## src/core/atm_cfg.svh

```systemverilog
// Constants of the analog threshold monitor: offsets, reset values, timing.
// Assumes a 250 MHz system clock and a 32-bit classic Wishbone register bus.
`ifndef ATM_CFG_SVH
`define ATM_CFG_SVH

// =====================================================================
// Sample format
`define ATM_FULL_SCALE 12'hFFF

// =====================================================================
// Global register byte offsets
`define ATM_REG_STAT 8'h00
`define ATM_REG_MASK 8'h04
`define ATM_REG_LAST 8'h08

// =====================================================================
// Channel windows: channel n at base + n * stride, selected by adr[5]
`define ATM_CH_SEL 2'h1
`define ATM_OFS_CTRL 5'h00
`define ATM_OFS_LOW 5'h04
`define ATM_OFS_HIGH 5'h08
`define ATM_OFS_ACT_LO 5'h0C
`define ATM_OFS_ACT_OK 5'h10
`define ATM_OFS_ACT_HI 5'h14
`define ATM_OFS_DELAY 5'h18
`define ATM_OFS_VALUE 5'h1C

// =====================================================================
// Status bit positions (plus channel number)
`define ATM_ST_EVENT 3'h0
`define ATM_ST_ALM_LO 3'h2
`define ATM_ST_ALM_HI 3'h4

// =====================================================================
// Reset values
`define ATM_RST_HIGH 12'hFFF

// =====================================================================
// Timing: alarm delay counts in ticks of 1 ms
`define ATM_CLK_PERIOD_NS 4
`define ATM_TICK_NS 1000000
`define ATM_TICK_CYCLES (`ATM_TICK_NS / `ATM_CLK_PERIOD_NS)

`endif

```

## src/core/atm_pkg.sv

```systemverilog
// Types of the analog threshold monitor.
// Assumes atm_cfg.svh for the numeric constants.
package atm_pkg;

	typedef enum logic [1:0] {
		Z_NONE = 2'b00,
		Z_LOW = 2'b01,
		Z_OK = 2'b10,
		Z_HIGH = 2'b11
	} zone_t;

	typedef struct packed {
		logic admin;
		logic sup;
		logic ahi;
		logic alo;
		logic flip;
	} ctrl_t;

	typedef struct packed {
		ctrl_t ctrl;
		logic [11:0] lo;
		logic [11:0] hi;
		logic [2:0][15:0] act;
		logic [31:0] delay;
	} cfg_t;

	typedef struct packed {
		zone_t zone;
		logic [11:0] value;
		logic [31:0] dcnt;
		logic alm_lo;
		logic alm_hi;
	} chst_t;

	typedef struct packed {
		logic [11:0] d1;
		logic [11:0] d2;
		logic c1;
		logic c2;
		logic t1;
		logic t2;
		logic t3;
	} sync_t;

	typedef struct packed {
		cfg_t [1:0] cfg;
		chst_t [1:0] ch;
		sync_t sy;
		logic [31:0] tick_cnt;
		logic tick;
		logic [5:0] stat;
		logic [5:0] mask;
		logic ack;
		logic [31:0] rdat;
		logic ev_valid;
		logic [15:0] ev_code;
		logic ev_chan;
		logic irq;
	} state_t;

endpackage

```

## src/core/analog_threshold_monitor.sv

```systemverilog
// Two-channel analog threshold monitor with Wishbone register access.
// Assumes an external 12-bit converter that presents a sample, its channel
// and a toggle; data and channel are stable before the toggle changes.
//
// Notes on behaviour
// - Input span zero to supply maps to codes zero through full scale.
// - Each input arrives as a twelve-bit sample before any comparison.
// - Entering the below-low zone issues that channel's low action code.
// - Entering the band low..high, limits included, issues the in-range code.
// - Entering the above-high zone issues that channel's high action code.
// - Each channel holds its own programmable low and high limit.
// - Three action codes are stored; descriptive labels are not kept.
// - With scale flip set, full scale minus the sample is used.
// - Each channel has a programmable alarm delay in millisecond ticks.
// - Low alarm rises when enabled and value stays low past the delay.
// - High alarm rises when enabled and value stays high past the delay.
// - Event suppress blocks all action codes for that channel.
// - Scale flip changes only while the channel's admin flag is set.
//
// Register access over Wishbone and the address map are this design's own decisions.
`timescale 1ns/1ns
`default_nettype none
`include "atm_cfg.svh"

module analog_threshold_monitor #(
	parameter int TICK_CYCLES = `ATM_TICK_CYCLES
) (
	input wire logic i_sys_clk,
	input wire logic i_rst_b,
	input wire logic i_wb_cyc,
	input wire logic i_wb_stb,
	input wire logic i_wb_we,
	input wire logic [7:0] i_wb_adr,
	input wire logic [3:0] i_wb_sel,
	input wire logic [31:0] i_wb_dat,
	output logic [31:0] o_wb_dat,
	output logic o_wb_ack,
	input wire logic [11:0] i_adc_data,
	input wire logic i_adc_chan,
	input wire logic i_adc_tgl,
	output logic o_event_valid,
	output logic [15:0] o_event_code,
	output logic o_event_chan,
	output logic [1:0] o_alarm_lo,
	output logic [1:0] o_alarm_hi,
	output logic o_irq
);

	// =================================================================
	// State
	atm_pkg::state_t s;
	atm_pkg::state_t n;
	logic smp;
	logic smp_ch;
	logic [11:0] smp_val;
	atm_pkg::zone_t smp_zone;
	logic smp_chg;
	logic [1:0] zi;
	logic [31:0] wv;
	logic [4:0] ofs;
	logic wch;
	logic out_lo;
	logic out_hi;

	function automatic logic [31:0] merge(input logic [31:0] old,
		input logic [31:0] dat, input logic [3:0] sel);
		logic [31:0] r;
		r = old;
		for (int b = 0; b < 4; b++) begin
			if (sel[b]) begin
				r[8*b +: 8] = dat[8*b +: 8];
			end
		end
		return r;
	endfunction

	// =================================================================
	// Next state
	always_comb begin
		n = s;
		wv = 32'h0000_0000;
		ofs = i_wb_adr[4:0];
		wch = i_wb_adr[5];
		out_lo = 1'b0;
		out_hi = 1'b0;
		// Pins pass two flip-flops; the third only serves edge detection
		n.sy.d1 = i_adc_data;
		n.sy.d2 = s.sy.d1;
		n.sy.c1 = i_adc_chan;
		n.sy.c2 = s.sy.c1;
		n.sy.t1 = i_adc_tgl;
		n.sy.t2 = s.sy.t1;
		n.sy.t3 = s.sy.t2;
		smp = s.sy.t2 ^ s.sy.t3;
		smp_ch = s.sy.c2;
		if (s.cfg[smp_ch].ctrl.flip) begin
			smp_val = `ATM_FULL_SCALE - s.sy.d2;
		end else begin
			smp_val = s.sy.d2;
		end
		if (smp_val < s.cfg[smp_ch].lo) begin
			smp_zone = atm_pkg::Z_LOW;
		end else if (smp_val > s.cfg[smp_ch].hi) begin
			smp_zone = atm_pkg::Z_HIGH;
		end else begin
			smp_zone = atm_pkg::Z_OK;
		end
		smp_chg = smp && (smp_zone != s.ch[smp_ch].zone);
		zi = smp_zone - 2'h1;

		// Millisecond tick for alarm delays
		n.tick = 1'b0;
		if (s.tick_cnt == 32'(TICK_CYCLES - 1)) begin
			n.tick_cnt = 32'h0000_0000;
			n.tick = 1'b1;
		end else begin
			n.tick_cnt = s.tick_cnt + 32'h0000_0001;
		end

		// Register bus: one wait state, ack for one cycle
		n.ack = 1'b0;
		if (i_wb_cyc && i_wb_stb && !s.ack) begin
			n.ack = 1'b1;
			n.rdat = 32'h0000_0000;
			if (i_wb_adr[7:6] == `ATM_CH_SEL) begin
				unique case (ofs)
				`ATM_OFS_CTRL: n.rdat = {27'h0, s.cfg[wch].ctrl};
				`ATM_OFS_LOW: n.rdat = {20'h0, s.cfg[wch].lo};
				`ATM_OFS_HIGH: n.rdat = {20'h0, s.cfg[wch].hi};
				`ATM_OFS_ACT_LO: n.rdat = {16'h0, s.cfg[wch].act[0]};
				`ATM_OFS_ACT_OK: n.rdat = {16'h0, s.cfg[wch].act[1]};
				`ATM_OFS_ACT_HI: n.rdat = {16'h0, s.cfg[wch].act[2]};
				`ATM_OFS_DELAY: n.rdat = s.cfg[wch].delay;
				`ATM_OFS_VALUE: n.rdat = {12'h0, s.ch[wch].alm_hi,
					s.ch[wch].alm_lo, s.ch[wch].zone, 4'h0,
					s.ch[wch].value};
				default: n.rdat = 32'h0000_0000;
				endcase
				if (i_wb_we) begin
					unique case (ofs)
					`ATM_OFS_CTRL: begin
						wv = merge({27'h0, s.cfg[wch].ctrl}, i_wb_dat,
							i_wb_sel);
						n.cfg[wch].ctrl = atm_pkg::ctrl_t'(wv[4:0]);
						if (!s.cfg[wch].ctrl.admin) begin
							n.cfg[wch].ctrl.flip = s.cfg[wch].ctrl.flip;
						end
					end
					`ATM_OFS_LOW: begin
						wv = merge({20'h0, s.cfg[wch].lo}, i_wb_dat, i_wb_sel);
						n.cfg[wch].lo = wv[11:0];
					end
					`ATM_OFS_HIGH: begin
						wv = merge({20'h0, s.cfg[wch].hi}, i_wb_dat, i_wb_sel);
						n.cfg[wch].hi = wv[11:0];
					end
					`ATM_OFS_ACT_LO: begin
						wv = merge({16'h0, s.cfg[wch].act[0]}, i_wb_dat,
							i_wb_sel);
						n.cfg[wch].act[0] = wv[15:0];
					end
					`ATM_OFS_ACT_OK: begin
						wv = merge({16'h0, s.cfg[wch].act[1]}, i_wb_dat,
							i_wb_sel);
						n.cfg[wch].act[1] = wv[15:0];
					end
					`ATM_OFS_ACT_HI: begin
						wv = merge({16'h0, s.cfg[wch].act[2]}, i_wb_dat,
							i_wb_sel);
						n.cfg[wch].act[2] = wv[15:0];
					end
					`ATM_OFS_DELAY: begin
						n.cfg[wch].delay = merge(s.cfg[wch].delay, i_wb_dat,
							i_wb_sel);
					end
					default: begin
					end
					endcase
				end
			end else begin
				unique case (i_wb_adr)
				`ATM_REG_STAT: n.rdat = {26'h0, s.stat};
				`ATM_REG_MASK: n.rdat = {26'h0, s.mask};
				`ATM_REG_LAST: n.rdat = {15'h0, s.ev_chan, s.ev_code};
				default: n.rdat = 32'h0000_0000;
				endcase
				if (i_wb_we && i_wb_sel[0]) begin
					if (i_wb_adr == `ATM_REG_STAT) begin
						n.stat = s.stat & ~i_wb_dat[5:0];
					end else if (i_wb_adr == `ATM_REG_MASK) begin
						n.mask = i_wb_dat[5:0];
					end
				end
			end
		end

		// Zone tracking and action codes; sets below win over a clear
		n.ev_valid = 1'b0;
		if (smp) begin
			n.ch[smp_ch].value = smp_val;
			n.ch[smp_ch].zone = smp_zone;
		end
		if (smp_chg) begin
			n.ch[smp_ch].dcnt = 32'h0000_0000;
			n.ch[smp_ch].alm_lo = 1'b0;
			n.ch[smp_ch].alm_hi = 1'b0;
			if (!s.cfg[smp_ch].ctrl.sup) begin
				n.ev_valid = 1'b1;
				n.ev_code = s.cfg[smp_ch].act[zi];
				n.ev_chan = smp_ch;
				n.stat[`ATM_ST_EVENT + {2'h0, smp_ch}] = 1'b1;
			end
		end

		// Delayed alarms per channel
		for (int c = 0; c < 2; c++) begin
			out_lo = (n.ch[c].zone == atm_pkg::Z_LOW) && s.cfg[c].ctrl.alo;
			out_hi = (n.ch[c].zone == atm_pkg::Z_HIGH) && s.cfg[c].ctrl.ahi;
			if (!(out_lo || out_hi)) begin
				n.ch[c].dcnt = 32'h0000_0000;
				n.ch[c].alm_lo = 1'b0;
				n.ch[c].alm_hi = 1'b0;
			end else if (!(smp_chg && (smp_ch == c[0]))) begin
				if (s.ch[c].dcnt >= s.cfg[c].delay) begin
					if (out_lo && !s.ch[c].alm_lo) begin
						n.ch[c].alm_lo = 1'b1;
						n.stat[`ATM_ST_ALM_LO + 3'(c)] = 1'b1;
					end
					if (out_hi && !s.ch[c].alm_hi) begin
						n.ch[c].alm_hi = 1'b1;
						n.stat[`ATM_ST_ALM_HI + 3'(c)] = 1'b1;
					end
				end else if (s.tick) begin
					n.ch[c].dcnt = s.ch[c].dcnt + 32'h0000_0001;
				end
			end
		end
		n.irq = |(n.stat & n.mask);
	end

	always_ff @(posedge i_sys_clk) begin
		if (!i_rst_b) begin
			s <= '0;
			s.cfg[0].hi <= `ATM_RST_HIGH;
			s.cfg[1].hi <= `ATM_RST_HIGH;
		end else begin
			s <= n;
		end
	end

	// =================================================================
	// Outputs
	assign o_wb_dat = s.rdat;
	assign o_wb_ack = s.ack;
	assign o_event_valid = s.ev_valid;
	assign o_event_code = s.ev_code;
	assign o_event_chan = s.ev_chan;
	assign o_alarm_lo = {s.ch[1].alm_lo, s.ch[0].alm_lo};
	assign o_alarm_hi = {s.ch[1].alm_hi, s.ch[0].alm_hi};
	assign o_irq = s.irq;

	logic ctrl_wr0;
	assign ctrl_wr0 = i_wb_cyc && i_wb_stb && i_wb_we && !s.ack
		&& (i_wb_adr == 8'h40) && i_wb_sel[0];
endmodule

`default_nettype wire

```

## config.mk

```make
export PLATFORM = sky130hd
export DESIGN_NAME = analog_threshold_monitor
export DESIGN_NICKNAME = d
export VERILOG_FILES = /design/src/core/atm_pkg.sv /design/src/core/analog_threshold_monitor.sv
export VERILOG_INCLUDE_DIRS = /design/src /design/src/core
export SDC_FILE = /design/constraint.sdc
export NUM_CORES = 1
export LEC_CHECK = 0
export BUFFER_PORTS_ARGS = -buffer_cell sky130_fd_sc_hd__buf_2
export CAP_MARGIN = 20
export CORE_MARGIN = 5
export CORE_UTILIZATION = 30
export CTS_BUF_LIST = sky130_fd_sc_hd__clkbuf_8
export DETAILED_ROUTE_END_ITERATION = 8
export GPL_ROUTABILITY_DRIVEN = 0
export GPL_TIMING_DRIVEN = 0
export PLACE_DENSITY = 0.48
export REMOVE_ABC_BUFFERS = 1
export SKIP_CTS_REPAIR_TIMING = 1
export SYNTH_ARGS = -nofsm -noshare
export SYNTH_HDL_FRONTEND = slang
export SYNTH_SLANG_ARGS = --single-unit
```

## constraint.sdc

```tcl
create_clock -name i_sys_clk -period 5.71 [get_ports i_sys_clk]
set_input_delay 0.2855 -clock i_sys_clk [delete_from_list [all_inputs] [get_ports i_sys_clk]]
set_output_delay 0.2855 -clock i_sys_clk [all_outputs]
set_load 0.01 [all_outputs]
```

Word-level counts from Yosys, hierarchy flattened
Cells that the tools add are included.
{ "op_classes": {"n_addsub": 5, "n_lt_le_gt_ge": 11, "eq_ne": 16, "mux": 174, "bitwise_logic": 8, "n_reduce_logical": 34} }
{ "ops": {"columns": ["operator", "count"], "rows": [
  ["$bwmux W218", 8],
  ["$pmux W218 S7", 1],
  ["$demux W109 S1", 8],
  ["$bwmux W96", 5],
  ["$mux W8", 60],
  ["$mux W109", 3],
  ["$mux W48", 6],
  ["$pmux W32 S8", 1],
  ["$demux W48 S1", 5],
  ["$mux W218", 1],
  ["$mux W108", 2],
  ["$mux W32", 6],
  ["$mux W96", 2],
  ["$mux W105", 1],
  ["$mux W104", 1],
  ["$mux W34", 3],
  ["$add A32 B1 Y32 const B", 3],
  ["$mux W92", 1],
  ["$mux W80", 1],
  ["$ge A32 B32 Y1", 2],
  ["$mux W64", 1],
  ["$pmux W17 S3", 1],
  ["$mux W46", 1],
  ["$mux W45", 1],
  ["other kinds (42)", 124]
]} }
{ "word_totals": {"ff_bits": 440, "inputBits": 63, "out_inout_bits": 56} }

Longest topological paths before layout
{ "logic_depth": {"depth_word": 21, "ltp_mapped": 20, "ltp_nobuf": 13} }

Worst setup path after synthesis
OpenSTA, ideal clock, no wires.
{ "synth_timing": {"kind": "reg2reg", "from": "register s, in the netlist smp_ch", "to": "register s, in the netlist o_event_code[1]", "setup_time_ps": 132, "t_arrival_ps": 4646, "t_required_ps": 5578, "slack_ps": 932, "stages_incl_launch_ff": 17, "path_buffers": 7, "synth_period_minus_slack_ps": 4778, "cell_sequence": "dfxtp_1 -> buf_2 -> buf_2 -> clkbuf_1 -> clkbuf_1 -> buf_1 -> mux2i_1 -> ha_1 -> nand4_1 -> or2_2 -> o32ai_1 -> and4_1 -> clkbuf_1 -> buf_2 -> mux4_2 -> o211ai_1 -> a21oi_1"} }
{ "synth_between": {"elab_chain_cells": 9, "word_cells_on_any_way": 16, "classes_between": "add/sub: 1; order compare: 2; eq/ne: 1; mux: 9; bitwise: 1; reduce/logical: 2"} }
{ "synth_rtl": {"columns": ["item", "line", "text"], "rows": [
  ["start: declaration", "analog_threshold_monitor.sv:51", "atm_pkg::state_t s;"],
  ["start signal: assignment", "analog_threshold_monitor.sv:247", "s <= n;"],
  ["$mux W108 (not written as such) (2 in series)", "analog_threshold_monitor.sv:209", "n.ev_code = s.cfg[smp_ch].act[zi];"],
  ["$mux W12", "analog_threshold_monitor.sv:96", "if (s.cfg[smp_ch].ctrl.flip) begin"],
  ["$gt A12 B12 Y1", "analog_threshold_monitor.sv:103", "end else if (smp_val > s.cfg[smp_ch].hi) begin"],
  ["$mux W1", "analog_threshold_monitor.sv:103", null],
  ["$mux W2", "analog_threshold_monitor.sv:101", "if (smp_val < s.cfg[smp_ch].lo) begin"],
  ["$sub A2 B1 Y2 / $ne A2 B2 Y1 (equally long branches)", "analog_threshold_monitor.sv:109, analog_threshold_monitor.sv:108", null],
  ["$bmux W16 S2 / $logic_and A1 B1 Y1 (equally long branches)", "analog_threshold_monitor.sv:209, analog_threshold_monitor.sv:108", null],
  ["$mux W16 (not written as such) / $reduce_and A2 Y1 (equally long branches)", null, null]
]} }
Parallel ways exist; a longest one is shown, timed or not. The select of a mux whose other input is x is not followed.
A chain may end at the register's enable or synchronous reset.

Worst setup path after layout
{ "layout_timing": {"from": "register s, in the netlist smp_ch", "to": "register s[150] (netlist bit)"} }
{ "layout_between": {"elab_chain_cells": 16, "word_cells_on_any_way": 39, "classes_between": "order compare: 4; eq/ne: 3; mux: 24; bitwise: 1; reduce/logical: 7"} }
{ "layout_rtl": {"columns": ["item", "line", "text"], "rows": [
  ["$mux W108 (2 in series)", null, null],
  ["$mux W12", "analog_threshold_monitor.sv:96", null],
  ["$gt A12 B12 Y1", "analog_threshold_monitor.sv:103", null],
  ["$mux W1", "analog_threshold_monitor.sv:103", null],
  ["$mux W2", "analog_threshold_monitor.sv:101", null],
  ["$bwmux W96", "analog_threshold_monitor.sv:201", "n.ch[smp_ch].zone = smp_zone;"],
  ["$mux W96", "analog_threshold_monitor.sv:199", "if (smp) begin"],
  ["$bwmux W96", "analog_threshold_monitor.sv:204", "n.ch[smp_ch].dcnt = 32'h0000_0000;"],
  ["$bwmux W96", "analog_threshold_monitor.sv:205", "n.ch[smp_ch].alm_lo = 1'b0;"],
  ["$bwmux W96", "analog_threshold_monitor.sv:206", "n.ch[smp_ch].alm_hi = 1'b0;"],
  ["$mux W96", "analog_threshold_monitor.sv:203", "if (smp_chg) begin"],
  ["$eq A2 B1 Y1 / $eq A2 B2 Y1 (equally long branches)", "analog_threshold_monitor.sv:217, analog_threshold_monitor.sv:218", null],
  ["$logic_and A1 B1 Y1, on equally long branches", "analog_threshold_monitor.sv:217, analog_threshold_monitor.sv:218", null],
  ["$logic_or A1 B1 Y1", "analog_threshold_monitor.sv:219", "if (!(out_lo || out_hi)) begin"],
  ["$reduce_and A2 Y1 (no source line)", null, null]
]} }
Parallel ways exist; a longest one is shown, timed or not. The select of a mux whose other input is x is not followed.

==> reports/summary.log <==
INFO  status         status=complete, no violations
INFO  die            floorplan.rows=102
INFO  yosys          synth.yosys.seq_area_share=0.376
INFO  timing         fin_crit_period=5.34ns
INFO  clocking       cts-root-to-sink-buffers=3
INFO  routing        detail_route.iter0.violations=1594
INFO  worst_setup_path critical_r2r_launch=smp_ch
INFO  timing         timing.hold.ws=0.112ns
INFO  yosys          synth_commonest_cells=dfxtp_1, nor2_1, nand2_1
INFO  worst_setup_path critical_path.reg2reg.endpoint=s[150]
INFO  routing        first_pass_iters=8
INFO  clocking       clock_sink_count=440
INFO  worst_setup_path worst-r2r-setup-slack=0.37ns
INFO  grt            grt_start_max_net_pins=107
INFO  layout         postLayoutCoreUtil=0.346
INFO  worst_setup_path critPathCaptureType=flop
INFO  yosys          async_flop_share=0
INFO  yosys          postSynthRegisterBits=440
INFO  placed_design  place.port_buffers=118
INFO  worst_setup_path worst-path-max-fanout=28
INFO  hold_path      min-delay-path-class=in -> reg
INFO  placed_design  hpwl_after_dpl=54.2mm
INFO  timing         worst_pin_slew=1.11ns
INFO  die            dieArea=83700um2
INFO  flow_run       maxCapViolCount=0
INFO  clocking       cts_inserted_buffers=83
INFO  timing         final.period_utilization=0.936
INFO  timing         max_clock_freq=187MHz
INFO  die            initial_utilization=0.302
INFO  die            count_of_pins_on_the_block_boundary=119
INFO  yosys          post_synthesis_mean_instance_area=8.40um2
INFO  power          worst_ir_drop_vdd=128uV
INFO  die            die_height=289um
INFO  grt            number_of_global_route_vias_before_repair=20100
INFO  worst_setup_path rr_worst_depth=13
INFO  yosys          synth_enable_flop_cells=0
INFO  routing        drt_drc_violations_left=0
INFO  worst_setup_path worst-endpoint-required=6.31ns
INFO  die            die_width=289um
INFO  placed_design  dpl_worst_slack=0.350ns
INFO  worst_setup_path critical_path_class=reg -> reg
INFO  routing        num_vias=20900
INFO  power          static-leakage-power=0.00982uW
INFO  clocking       tritoncts_clock_tree=built
INFO  clocking       htree_levels=3
INFO  layout         design.final.nets=2954
INFO  grt            grt_usage=0.183
INFO  yosys          mappedNetlistArea=23400um2
INFO  grt            grt-ovfl-total=0
INFO  timing         slew_limit_fails=0
INFO  routing        wl_per_cell=20.3um
INFO  yosys          yosys.cell_types.count=70
INFO  worst_setup_path worst_ep_arrival_time=5.94ns
INFO  layout         area_growth_syn_to_layout=14.5%
INFO  yosys          postSynthCellCount=2786
INFO  timing         finalWorstSetupSlack=0.368ns
INFO  layout         layout-drive-gt1-share=0.139
INFO  yosys          synth_warnings=0
INFO  routing        routed_via_density=5.37
INFO  grt            antenna_violations_before_repair=2
INFO  routing        finalWirelength=79.1mm
INFO  yosys          postSynth.topFlopCell=dfxtp_1
INFO  grt            wire_length_of_the_first_global_routing_pass=120mm
INFO  clocking       cts-root-buf=clkbuf_8
INFO  yosys          largest_cells_by_area_after_synthesis=dfxtp_1, a21oi_1, nor2_1, nand2_1, ha_1
INFO  clocking       clock_insertion_delay_at_the_later_pin_of_the_skew_report=0.71ns
INFO  timing         timing_hold_violations_final=0
INFO  yosys          yosys.area.top_type=dfxtp_1
INFO  worst_setup_path worstSetupStartpoint=smp_ch
INFO  yosys          post-synth-top-area-fraction=0.376
INFO  timing         fin_skew=0.0557ns
INFO  worst_setup_path endpoint=s[150]
INFO  timing         setup_violations=0
INFO  yosys          synth.most_common_cell=dfxtp_1
INFO  clocking       clkTransAtPathRegs=0.06ns
INFO  worst_setup_path worst_setup_path_start_kind=flop
INFO  die            placeableCoreArea=77500um2
INFO  timing         slew-limit-headroom=0.256
INFO  timing         grt_setup_unrepaired=no
INFO  routing        postRouteAntennaNets=0
INFO  power          pwr_density_cell=251nW/um2
==> worst max-delay path, cell delays in order (launching register included) <==
cell      delay, ns
dfxtp_4        0.68
mux2i_4        0.77
xnor2_1        0.28
ha_1           0.38
nand4_1        0.22
or2_2          0.36
o32ai_1        0.21
and4_1         0.54
xnor2_1        0.19
a21o_1         0.39
nor2_1         0.11
a2111o_1       0.62
buf_16         0.29
a21oi_1        0.11
==> through the flow <==
step,area [um2],cells,TNS (ns),total power (uW)
detailed placement,24800,3726,0,3620
global placement,24100,3698,-905.22,3590
CTS,26500,3863,0,6800
finish,26800,3897,0,6720
global route,26800,3897,0,6980
floorplan,22200,2540,-56.08,3370
==> kinds of logic after synthesis <==
logic type	after synthesis	synth area share
AND/OR/NAND/NOR	1000	0.196
AO/OA/AOI/OAI	641	0.174
flip-flops	440	0.376
buffers and inverters	332	0.0635
multiplexers	187	0.106
XOR/XNOR	98	0.0370
adder cells (fa/ha/maj)	88	0.0470
==> routing by layer <==
metal,part of all wire,vias up,global-route usage
met5,0.00014,-,0
met4,0.038,2,0.0773
met3,0.059,157,0.0298
met2,0.45,649,0.291
met1,0.45,10200,0.246
li1,-,9884,-
==> worst min-delay path by stage <==
stage / start / to / cells after the start
after detailed placement: n[102] / s[102] / 1
after global routing: i_wb_dat[27] / flop / 6
after floorplan: i_rst_b / s[60] / 1
after global placement: n[102] / s[102] / 1
after CTS: i_adc_data[11] / n[113] / 2
final: i_wb_dat[26] / flop / 6
==> final cells by class <==
cell class | instances | area (um2)
Antenna cell | 2 | 5.00
Clock buffer | 104 | 1430
Clock inverter | 33 | 215
Fill cell | 7966 | 50700
Inverter | 86 | 333
Multi-Input combinational cell | 2014 | 13300
Sequential cell | 440 | 8810
Tap cell | 1040 | 1300
Timing Repair Buffer | 178 | 1450
==> where the power goes <==
group / internal [uW] / total [uW] / switching (uW)
Combinational: 143 / 457 / 314
Sequential: 3100 / 3120 / 20.6
Clock: 1690 / 3150 / 1460
Total: 4930 / 6720 / 1790
==> layout by cell type (no fill, tap or decap), types with 45 or more instances in the layout <==
cell type / instances
nand2_1: 319
clkbuf_8: 104
xnor2_1: 50
o21ai_0: 83
o2111ai_1: 89
dfxtp_1: 439
ha_1: 88
buf_2: 116
nor2_1: 350
xor2_1: 47
a21oi_1: 277
mux4_2: 45
nand4_1: 53
inv_1: 103
mux2i_1: 105
Power figures use the tool's default switching activity.
